File: config.mk
export PLATFORM = sky130hd
export DESIGN_NAME = scsd_top
export DESIGN_NICKNAME = d
export VERILOG_FILES = /design/src/hdl/scsd_pkg.sv /design/src/hdl/scsd_top.sv
export SDC_FILE = /design/constraint.sdc
export NUM_CORES = 1
export LEC_CHECK = 0
export BUFFER_PORTS_ARGS = -buffer_cell sky130_fd_sc_hd__buf_2
export CAP_MARGIN = 20
export CORE_MARGIN = 2
export CORE_UTILIZATION = 35
export CTS_CLUSTER_DIAMETER = 60
export DETAILED_ROUTE_END_ITERATION = 10
export HOLD_SLACK_MARGIN = 0.06
export PLACE_DENSITY_LB_ADDON = 0.25
export SETUP_SLACK_MARGIN = 0.1
export SYNTH_ARGS = -nofsm -noshare
export SYNTH_HDL_FRONTEND = slang
export SYNTH_SLANG_ARGS = --single-unit
File: constraint.sdc
create_clock -name aclk -period 7.5 [get_ports aclk]
set_input_delay 1.125 -clock aclk [delete_from_list [all_inputs] [get_ports aclk]]
set_output_delay 1.125 -clock aclk [all_outputs]
set_load 0.01 [all_outputs]
File: src/hdl/scsd_pkg.sv
// Constants and types for the system clock select and divide block
package scsd_pkg;
  // Register indices; byte address is four times the index
  localparam logic [7:0] SCSD_IDX_SEL = 8'ha9;
  localparam logic [7:0] SCSD_IDX_CTL = 8'hb2;
  localparam logic [7:0] SCSD_IDX_TRIM = 8'hb3;
  localparam int SCSD_ADDR_W = 12;
  localparam logic [11:0] SCSD_ADDR_SEL = {2'h0, SCSD_IDX_SEL, 2'h0};
  localparam logic [11:0] SCSD_ADDR_CTL = {2'h0, SCSD_IDX_CTL, 2'h0};
  localparam logic [11:0] SCSD_ADDR_TRIM = {2'h0, SCSD_IDX_TRIM, 2'h0};
  // Select register fields
  localparam int SCSD_SEL_RDY_BIT = 7;
  localparam int SCSD_SEL_DIV_LSB = 4;
  localparam int SCSD_SEL_SRC_LSB = 0;
  localparam logic [2:0] SCSD_SRC_INT = 3'h0;
  localparam logic [2:0] SCSD_SRC_EXT = 3'h1;
  localparam logic [2:0] SCSD_DIV_RESET = 3'h0;
  // Internal oscillator control fields
  localparam int SCSD_CTL_EN_BIT = 7;
  localparam int SCSD_CTL_FRDY_BIT = 6;
  localparam int SCSD_CTL_SPREAD_BIT = 3;
  localparam int SCSD_CTL_PS_LSB = 0;
  localparam logic [1:0] SCSD_PS_RESET = 2'h0;
  localparam logic [1:0] SCSD_PS_MAX_EXP = 2'h3;
  // Trim field
  localparam int SCSD_TRIM_W = 7;
  // Oscillator model, phase accumulator at the bus clock
  localparam longint SCSD_CLK_HZ = 100_000_000;
  localparam longint SCSD_OSC_HZ = 24_500_000;
  localparam int SCSD_ACC_W = 16;
  localparam longint SCSD_INC_CENTER = (SCSD_OSC_HZ << SCSD_ACC_W) / SCSD_CLK_HZ;
  localparam longint SCSD_SS_STEP = SCSD_INC_CENTER * 25 / 10000;
  localparam int SCSD_SS_CYCLES = 32;
  localparam int SCSD_SS_PERIOD = 384;
  localparam int SCSD_SS_PHASES = SCSD_SS_PERIOD / SCSD_SS_CYCLES;
  // Divider
  localparam int SCSD_DCNT_W = 7;
  // Bus answers
  localparam logic [1:0] SCSD_RESP_OKAY = 2'h0;
  localparam logic [1:0] SCSD_RESP_SLVERR = 2'h2;
  // Source switchover sequence
  typedef enum logic [1:0] {
    SCSD_SW_IDLE,
    SCSD_SW_WAIT_OLD,
    SCSD_SW_WAIT_NEW
  } scsd_switch_type;
endpackage

File: src/hdl/scsd_top.sv
// System clock source select, divider and internal oscillator model
//
// Our own choice: the AXI4-Lite register port.
`timescale 1ns/1ps
module scsd_top
  import scsd_pkg::*;
#(
  parameter logic [SCSD_TRIM_W-1:0] TRIM_RESET = 7'h40, // Factory trim value
  parameter int TRIM_STEP_INC = 64 // Increment change per trim code
) (
  // Clock and reset
  input wire logic aclk,
  input wire logic aresetn,
  // AXI4-Lite write address
  input wire logic [SCSD_ADDR_W-1:0] s_axi_awaddr,
  input wire logic s_axi_awvalid,
  output logic s_axi_awready,
  // AXI4-Lite write data
  input wire logic [31:0] s_axi_wdata,
  input wire logic [3:0] s_axi_wstrb,
  input wire logic s_axi_wvalid,
  output logic s_axi_wready,
  // AXI4-Lite write response
  output logic [1:0] s_axi_bresp,
  output logic s_axi_bvalid,
  input wire logic s_axi_bready,
  // AXI4-Lite read address
  input wire logic [SCSD_ADDR_W-1:0] s_axi_araddr,
  input wire logic s_axi_arvalid,
  output logic s_axi_arready,
  // AXI4-Lite read data
  output logic [31:0] s_axi_rdata,
  output logic [1:0] s_axi_rresp,
  output logic s_axi_rvalid,
  input wire logic s_axi_rready,
  // External oscillator edges, one pulse per period
  input wire logic ext_osc_tick,
  // Clock and status outputs
  output logic system_clock_tick,
  output logic internal_osc_tick,
  output logic active_source_ext,
  output logic divide_applied_flag
);

  // Write channel holding state
  logic aw_held_ff;
  logic [SCSD_ADDR_W-1:0] aw_addr_ff;
  logic w_held_ff;
  logic [7:0] w_data_ff;
  logic w_lane0_ff;
  logic bvalid_ff;
  logic [1:0] bresp_ff;
  // Read channel state
  logic rvalid_ff;
  logic [1:0] rresp_ff;
  logic [7:0] rdata_ff;

  // Software-visible fields
  logic [2:0] src_field_ff; // Requested source
  logic [2:0] div_field_ff; // Requested divide exponent
  logic osc_en_ff; // Internal oscillator enable
  logic spread_en_ff; // Spread spectrum enable
  logic [1:0] post_scale_ff; // Internal post-scale code
  logic [SCSD_TRIM_W-1:0] trim_ff; // Oscillator trim

  // Clock generation state
  logic [SCSD_ACC_W-1:0] acc_ff; // Oscillator phase accumulator
  logic osc_tick_ff; // Raw internal oscillator edge
  logic [4:0] ss_cyc_ff; // Oscillator cycles within a spread step
  logic [3:0] ss_phase_ff; // Step index along the triangle
  logic [2:0] ps_cnt_ff; // Post-scaler count
  logic int_tick_ff; // Post-scaled internal edge
  logic src_ext_ff; // Source in use
  scsd_switch_type sw_state_ff;
  logic [SCSD_DCNT_W-1:0] dcnt_ff; // Source edges within one output period
  logic [2:0] div_act_ff; // Divide exponent in use
  logic pending_ff; // New divide not yet in use
  logic sys_tick_ff;

  // Bus decode
  wire aw_take = s_axi_awvalid && s_axi_awready;
  wire w_take = s_axi_wvalid && s_axi_wready;
  wire ar_take = s_axi_arvalid && s_axi_arready;
  wire do_write = aw_held_ff && w_held_ff;
  wire wr_sel = do_write && w_lane0_ff && (aw_addr_ff == SCSD_ADDR_SEL);
  wire wr_ctl = do_write && w_lane0_ff && (aw_addr_ff == SCSD_ADDR_CTL);
  wire wr_trim = do_write && w_lane0_ff && (aw_addr_ff == SCSD_ADDR_TRIM);
  wire wr_hit = (aw_addr_ff == SCSD_ADDR_SEL) || (aw_addr_ff == SCSD_ADDR_CTL) ||
                (aw_addr_ff == SCSD_ADDR_TRIM);
  wire rd_hit_sel = s_axi_araddr == SCSD_ADDR_SEL;
  wire rd_hit_ctl = s_axi_araddr == SCSD_ADDR_CTL;
  wire rd_hit_trim = s_axi_araddr == SCSD_ADDR_TRIM;
  wire rd_hit = rd_hit_sel || rd_hit_ctl || rd_hit_trim;

  // New field values from the held write data
  wire [2:0] wr_div = w_data_ff[SCSD_SEL_DIV_LSB +: 3];
  wire [2:0] wr_src = w_data_ff[SCSD_SEL_SRC_LSB +: 3];
  wire div_change = wr_sel && (wr_div != div_field_ff);

  // Register read images; unused bits read zero
  wire [7:0] sel_image = {~pending_ff, div_field_ff, 1'b0, src_field_ff};
  wire [7:0] ctl_image = {osc_en_ff, osc_en_ff, 2'h0, spread_en_ff, 1'b0, post_scale_ff};
  wire [7:0] trim_image = {1'b0, trim_ff};
  wire [7:0] rd_image = rd_hit_sel ? sel_image :
                        rd_hit_ctl ? ctl_image :
                        rd_hit_trim ? trim_image : 8'h00;

  // Channel readiness; one write and one read in flight at most
  assign s_axi_awready = !aw_held_ff && !bvalid_ff;
  assign s_axi_wready = !w_held_ff && !bvalid_ff;
  assign s_axi_arready = !rvalid_ff;
  assign s_axi_bvalid = bvalid_ff;
  assign s_axi_bresp = bresp_ff;
  assign s_axi_rvalid = rvalid_ff;
  assign s_axi_rresp = rresp_ff;
  assign s_axi_rdata = {24'h0, rdata_ff};

  // Write address capture; released once the write is carried out
  always_ff @(posedge aclk) begin
    if (!aresetn) begin
      aw_held_ff <= 1'b0;
      aw_addr_ff <= '0;
    end else if (aw_take) begin
      aw_held_ff <= 1'b1;
      aw_addr_ff <= s_axi_awaddr;
    end else if (do_write) begin
      aw_held_ff <= 1'b0;
    end
  end

  // Write data capture; only byte lane 0 carries register bits
  always_ff @(posedge aclk) begin
    if (!aresetn) begin
      w_held_ff <= 1'b0;
      w_data_ff <= 8'h00;
      w_lane0_ff <= 1'b0;
    end else if (w_take) begin
      w_held_ff <= 1'b1;
      w_data_ff <= s_axi_wdata[7:0];
      w_lane0_ff <= s_axi_wstrb[0];
    end else if (do_write) begin
      w_held_ff <= 1'b0;
    end
  end

  // Write response, error for an unmapped address
  always_ff @(posedge aclk) begin
    if (!aresetn) begin
      bvalid_ff <= 1'b0;
      bresp_ff <= SCSD_RESP_OKAY;
    end else if (do_write) begin
      bvalid_ff <= 1'b1;
      bresp_ff <= wr_hit ? SCSD_RESP_OKAY : SCSD_RESP_SLVERR;
    end else if (s_axi_bready) begin
      bvalid_ff <= 1'b0;
    end
  end

  // Read answer, one cycle after the address is taken
  always_ff @(posedge aclk) begin
    if (!aresetn) begin
      rvalid_ff <= 1'b0;
      rresp_ff <= SCSD_RESP_OKAY;
      rdata_ff <= 8'h00;
    end else if (ar_take) begin
      rvalid_ff <= 1'b1;
      rresp_ff <= rd_hit ? SCSD_RESP_OKAY : SCSD_RESP_SLVERR;
      rdata_ff <= rd_image;
    end else if (s_axi_rready) begin
      rvalid_ff <= 1'b0;
    end
  end

  // Select register; reset returns the internal oscillator
  always_ff @(posedge aclk) begin
    if (!aresetn) begin
      src_field_ff <= SCSD_SRC_INT;
      div_field_ff <= SCSD_DIV_RESET;
    end else if (wr_sel) begin
      src_field_ff <= wr_src;
      div_field_ff <= wr_div;
    end
  end

  // Oscillator control and trim registers
  always_ff @(posedge aclk) begin
    if (!aresetn) begin
      osc_en_ff <= 1'b1;
      spread_en_ff <= 1'b0;
      post_scale_ff <= SCSD_PS_RESET;
      trim_ff <= TRIM_RESET;
    end else begin
      if (wr_ctl) begin
        osc_en_ff <= w_data_ff[SCSD_CTL_EN_BIT];
        spread_en_ff <= w_data_ff[SCSD_CTL_SPREAD_BIT];
        post_scale_ff <= w_data_ff[SCSD_CTL_PS_LSB +: 2];
      end
      if (wr_trim) begin
        trim_ff <= w_data_ff[SCSD_TRIM_W-1:0];
      end
    end
  end

  // Triangle level from step index: 0,1,2,3,2,1,0,-1,-2,-3,-2,-1
  wire signed [3:0] phase_s = signed'(ss_phase_ff);
  wire signed [3:0] ss_level = (ss_phase_ff <= 4'd3) ? phase_s :
                               (ss_phase_ff <= 4'd9) ? 4'sd6 - phase_s :
                               phase_s + 4'sd4;

  // Accumulator increment: higher trim lowers frequency
  localparam logic signed [19:0] INC_C = 20'(SCSD_INC_CENTER);
  localparam logic signed [19:0] SS_ST = 20'(SCSD_SS_STEP);
  localparam logic signed [19:0] TR_ST = 20'(TRIM_STEP_INC);
  wire signed [19:0] trim_off = 20'(signed'({1'b0, TRIM_RESET})) -
                                20'(signed'({1'b0, trim_ff}));
  wire signed [19:0] ss_off = spread_en_ff ? 20'(ss_level) * SS_ST : 20'sd0;
  wire signed [19:0] inc_s = INC_C + trim_off * TR_ST + ss_off;
  wire [SCSD_ACC_W:0] acc_sum = {1'b0, acc_ff} + inc_s[SCSD_ACC_W:0];

  // Oscillator edge on accumulator carry, stopped when disabled
  always_ff @(posedge aclk) begin
    if (!aresetn) begin
      acc_ff <= '0;
      osc_tick_ff <= 1'b0;
    end else if (osc_en_ff) begin
      acc_ff <= acc_sum[SCSD_ACC_W-1:0];
      osc_tick_ff <= acc_sum[SCSD_ACC_W];
    end else begin
      osc_tick_ff <= 1'b0;
    end
  end

  // Spread stepping: a step per 32 edges, twelve steps per sweep
  localparam logic [4:0] SS_LAST_CYC = 5'(SCSD_SS_CYCLES - 1);
  localparam logic [3:0] SS_LAST_PH = 4'(SCSD_SS_PHASES - 1);
  always_ff @(posedge aclk) begin
    if (!aresetn || !spread_en_ff) begin
      ss_cyc_ff <= 5'h0;
      ss_phase_ff <= 4'h0;
    end else if (osc_tick_ff) begin
      ss_cyc_ff <= ss_cyc_ff + 5'h1;
      if (ss_cyc_ff == SS_LAST_CYC) begin
        ss_phase_ff <= (ss_phase_ff == SS_LAST_PH) ? 4'h0 : ss_phase_ff + 4'h1;
      end
    end
  end

  // Post-scaler: code 00 divides by 8, code 11 by 1
  wire [1:0] ps_exp = SCSD_PS_MAX_EXP - post_scale_ff;
  wire [2:0] ps_last = 3'((4'h1 << ps_exp) - 4'h1);
  always_ff @(posedge aclk) begin
    if (!aresetn) begin
      ps_cnt_ff <= 3'h0;
      int_tick_ff <= 1'b0;
    end else if (osc_tick_ff) begin
      ps_cnt_ff <= (ps_cnt_ff >= ps_last) ? 3'h0 : ps_cnt_ff + 3'h1;
      int_tick_ff <= ps_cnt_ff >= ps_last;
    end else begin
      int_tick_ff <= 1'b0;
    end
  end

  // Source request; reserved codes fall back on the internal oscillator
  wire want_ext = src_field_ff == SCSD_SRC_EXT;
  wire old_tick = src_ext_ff ? ext_osc_tick : int_tick_ff;
  wire new_tick = src_ext_ff ? int_tick_ff : ext_osc_tick;

  // Switchover: an edge of the old source, then one of the new
  always_ff @(posedge aclk) begin
    if (!aresetn) begin
      sw_state_ff <= SCSD_SW_IDLE;
      src_ext_ff <= 1'b0;
    end else begin
      case (sw_state_ff)
        SCSD_SW_IDLE: begin
          if (want_ext != src_ext_ff) begin
            sw_state_ff <= SCSD_SW_WAIT_OLD;
          end
        end
        SCSD_SW_WAIT_OLD: begin
          if (want_ext == src_ext_ff) begin
            sw_state_ff <= SCSD_SW_IDLE;
          end else if (old_tick) begin
            sw_state_ff <= SCSD_SW_WAIT_NEW;
          end
        end
        SCSD_SW_WAIT_NEW: begin
          if (want_ext == src_ext_ff) begin
            sw_state_ff <= SCSD_SW_IDLE;
          end else if (new_tick) begin
            src_ext_ff <= want_ext;
            sw_state_ff <= SCSD_SW_IDLE;
          end
        end
        default: begin
          sw_state_ff <= SCSD_SW_IDLE;
        end
      endcase
    end
  end

  // Undivided source edge; held off while switching to avoid runt periods
  wire src_tick = (sw_state_ff == SCSD_SW_IDLE) && old_tick;

  // Output divider; a new exponent is taken only at a period boundary,
  // so the change lands within 128 source edges
  wire [SCSD_DCNT_W-1:0] d_last = SCSD_DCNT_W'((8'h01 << div_act_ff) - 8'h01);
  wire boundary = src_tick && (dcnt_ff >= d_last);
  wire apply = boundary && pending_ff;
  always_ff @(posedge aclk) begin
    if (!aresetn) begin
      dcnt_ff <= '0;
      div_act_ff <= SCSD_DIV_RESET;
      sys_tick_ff <= 1'b0;
    end else begin
      sys_tick_ff <= boundary;
      if (boundary) begin
        dcnt_ff <= '0;
      end else if (src_tick) begin
        dcnt_ff <= dcnt_ff + 1'b1;
      end
      if (apply) begin
        div_act_ff <= div_field_ff;
      end
    end
  end

  // Pending flag; a changing write wins over an apply in the same cycle
  always_ff @(posedge aclk) begin
    if (!aresetn) begin
      pending_ff <= 1'b1;
    end else if (div_change) begin
      pending_ff <= 1'b1;
    end else if (apply) begin
      pending_ff <= 1'b0;
    end
  end

  // Outputs
  assign system_clock_tick = sys_tick_ff;
  assign internal_osc_tick = int_tick_ff;
  assign active_source_ext = src_ext_ff;
  assign divide_applied_flag = !pending_ff;

endmodule // scsd_top

==> metrics.txt <==
outcome finished clean; pwr/cell area 239 mW/mm2; Die Width 131 um; dominant synthesized flop cell dfxtp_1; cell accounting for the most synthesized area dfxtp_1; max_slew headroom 40.4%; drt pass-1 iters 4; highest-delay cell along the critical path or4b_2; EDFF count, synth 0; drc violations 0; Post-Synth Adder-Cell Area 16.0%; Most common cell on crit path ha_1; Final period util 73.7%; cts hold-fix bufs 0; largest net degree at the start of global routing 54; Clock Sinks 94; wire length per cell 12.6 um; # rows 46; worst-case clock skew 0.00688 ns; top post-synthesis cells by area dfxtp_1 33%, ha_1 11%, mux2i_1 6.3%, nand2_1 5.8%, fa_1 4.6%; Tot GR Track Use 14.1%; Synth Area in XOR/XNOR 3.55%; maximum vdd ir drop 113 uV; CP arrival 5.71 ns; Setup Crit Path Kind register to register; Mapped Cells 670; WL final 11,800 um; flop-to-flop setup slack 1.97 ns; final layout net count 850; mux contribution to synthesized area 6.74%; CTS tree yes; most frequent cell after synthesis dfxtp_1; total of max-cap violations 0; complex-gate fraction of the synthesized area 11.7%; CP Capture Type register; hpwl dp 9020 um; Placer Congestion 0.809; Syn-to-layout area delta 12.1%; die area 0.0173 mm2; share of post-route cells with drive strength above 1 12.2%; Initial DRC Count 228; H-tree levels 3; crit-path max FO 6; Async SR Flop Fraction 0%; register area share after synthesis 33.1%; Min-Delay Path Class register to register; CTS Root Buffer Type clkbuf_16; postcts setup bufs 0; Core Area 0.0159 mm2; clock-pin slew on the worst setup and hold paths 0.07 ns; Layout fillers 1,636; first-pass GRT wire length 20,200 um; final setup violation count 0; Simple-Gate Fraction of Synth Area 20.1%; min Tclk post-route 5.53 ns; Startpoint Class register; PostCTS Resize Cnt 0; TNS Setup 0 ns; I/O pins 113; final core occ 40.0%; final hold vios 0; Lkg Pwr 2.88 nW; number of diodes 0; Inserted Clock Buffers 9; Clock Tree Buf Depth 2; largest family of logic cells by synthesized area simple AND/OR/NAND/NOR gates; Starting Density 35.7%; Synth Area per Inst 8.47 um2; synth unique cells 56; max-slew violations 0; worst-path cell chain inv_1 > ha_1 > nor2b_1 > o21ai_0 > mux2i_1 > o22ai_1 > ha_1 > ha_1 > fa_1 > xor2_1 > and2_1 > fa_1 > inv_1 > fa_1 > inv_1 > ha_1 > nand2_1 > o21ai_0 > or4b_2 > nand3_1 > o311ai_0; Crit path required time 7.68 ns; Warnings, synthesis 0; Die H 131 um; post-synthesis cell area 0.00568 mm2; Pwr Total 1.52 mW; Antenna Nets Post-Route 0; worst-skew pair later-pin latency 0.35 ns; RSZ-0062 raised after global routing false; GRT overflow 0; critical path's largest stage delay 0.68 ns; initial antenna violation count 0; Post-synth top cells 94 x dfxtp_1, 87 x nand2_1, 69 x nor2_1; vias in the first global route 4,377; input/output buffers 59; via count 4,512; post-DR vias/cell 4.81; Peak Freq 0.181 GHz; Synth Register Bits 94; Worst Tran Pin Value 0.893 ns; top-area cell type share of the netlist area 33.1%
## per-layer routing
metal  track usage [%]  vias up  wire (um)
met1              17.8     2100       5620
met5                 0        -          0
li1                  -     2330          -
met3              2.39       10        389
met2              24.2       72       5690
met4              4.77        0        143
## metrics by stage
stage	instance area (um2)	instances	hold slack (ns)	setup WS (ns)
floorplan	5770	695	0.432	2.56
global placement	6050	921	0.445	2.16
detailed placement	6050	921	0.454	1.99
CTS	6360	937	0.464	1.97
global route	6360	938	0.482	1.54
finish	6360	938	0.460	1.97
## cells in the final DEF, fill, tap and decap left out, drive strengths merged, types with 9 or more instances in the layout
cell type / synthesis / layout
nand2: 87 / 87
clkbuf: 19 / 9
mux2i: 36 / 36
nor2: 69 / 69
buf: 31 / 61
xnor2: 9 / 9
nor3: 15 / 15
ha: 52 / 52
xor2: 14 / 14
nand3: 13 / 13
dfxtp: 94 / 94
conb: 1 / 26
o21ai: 19 / 19
fa: 13 / 13
inv: 52 / 54
a21oi: 50 / 50
## where the power goes
group          internal [mW]  total (mW)  switching (mW)  leakage, nW
registers              0.538       0.564          0.0258        0.765
clock network          0.262       0.467           0.204        0.148
logic                  0.207       0.488           0.281         1.97
total                   1.01        1.52           0.511         2.88
## cells by family after synthesis
family                     count (synthesis)
adders and majority gates                 65
DFF                                       94
AOI/OAI and AO/OA                        110
buffers and inverters                    102
xor gates and xnor gates                  23
muxes                                     38
other                                      1
and+or+nand+nor                          237
## path summary, 6_finish.rpt
check | start | to | depth (start not counted)
worst min register to register | aw_addr_ff[1] | aw_addr_ff[1] | 2
worst max-delay path | phase_s[2] | acc_ff[13] | 21
worst min-delay path | aw_addr_ff[1] | aw_addr_ff[1] | 2
worst max register to register | phase_s[2] | acc_ff[13] | 21
## critical path: cells and delay by family (launching register included)
kind,cells,cell delay [ns]
AO/OA/AOI/OAI,4,1.10
XOR/XNOR,1,0.15
adder cells (fa/ha/maj),7,2.12
buffers and inverters,3,0.27
flip-flops,1,0.40
multiplexers,1,0.15
AND/OR/NAND/NOR,5,1.16
## area by class of cell
| cell class | instances | area [um2] | area share (%) |
|---|---|---|---|
| tap | 216 | 270 | 4.25 |
| clock inverter | 7 | 80.1 | 1.26 |
| timing repair buffer | 61 | 308 | 4.84 |
| inverter | 52 | 195 | 3.07 |
| multi-input combinational | 499 | 3400 | 53.5 |
| clock buffer | 9 | 225 | 3.54 |
| sequential | 94 | 1880 | 29.6 |
## sequential cells by signal (all words and copies together), names as in the netlist, 2 cells and up
signal and cells:
rdata_ff 8, src_field_ff 3, aw_addr_ff 12, div_act_ff 3, sw_state_ff 2, dcnt_ff 7, phase_s 4, ss_cyc_ff 5
post_scale_ff 2, ps_cnt_ff 3, w_data_ff 8, acc_ff 13, trim_ff 7, div_field_ff 3
No activity file was read; power rests on OpenSTA's default activity.
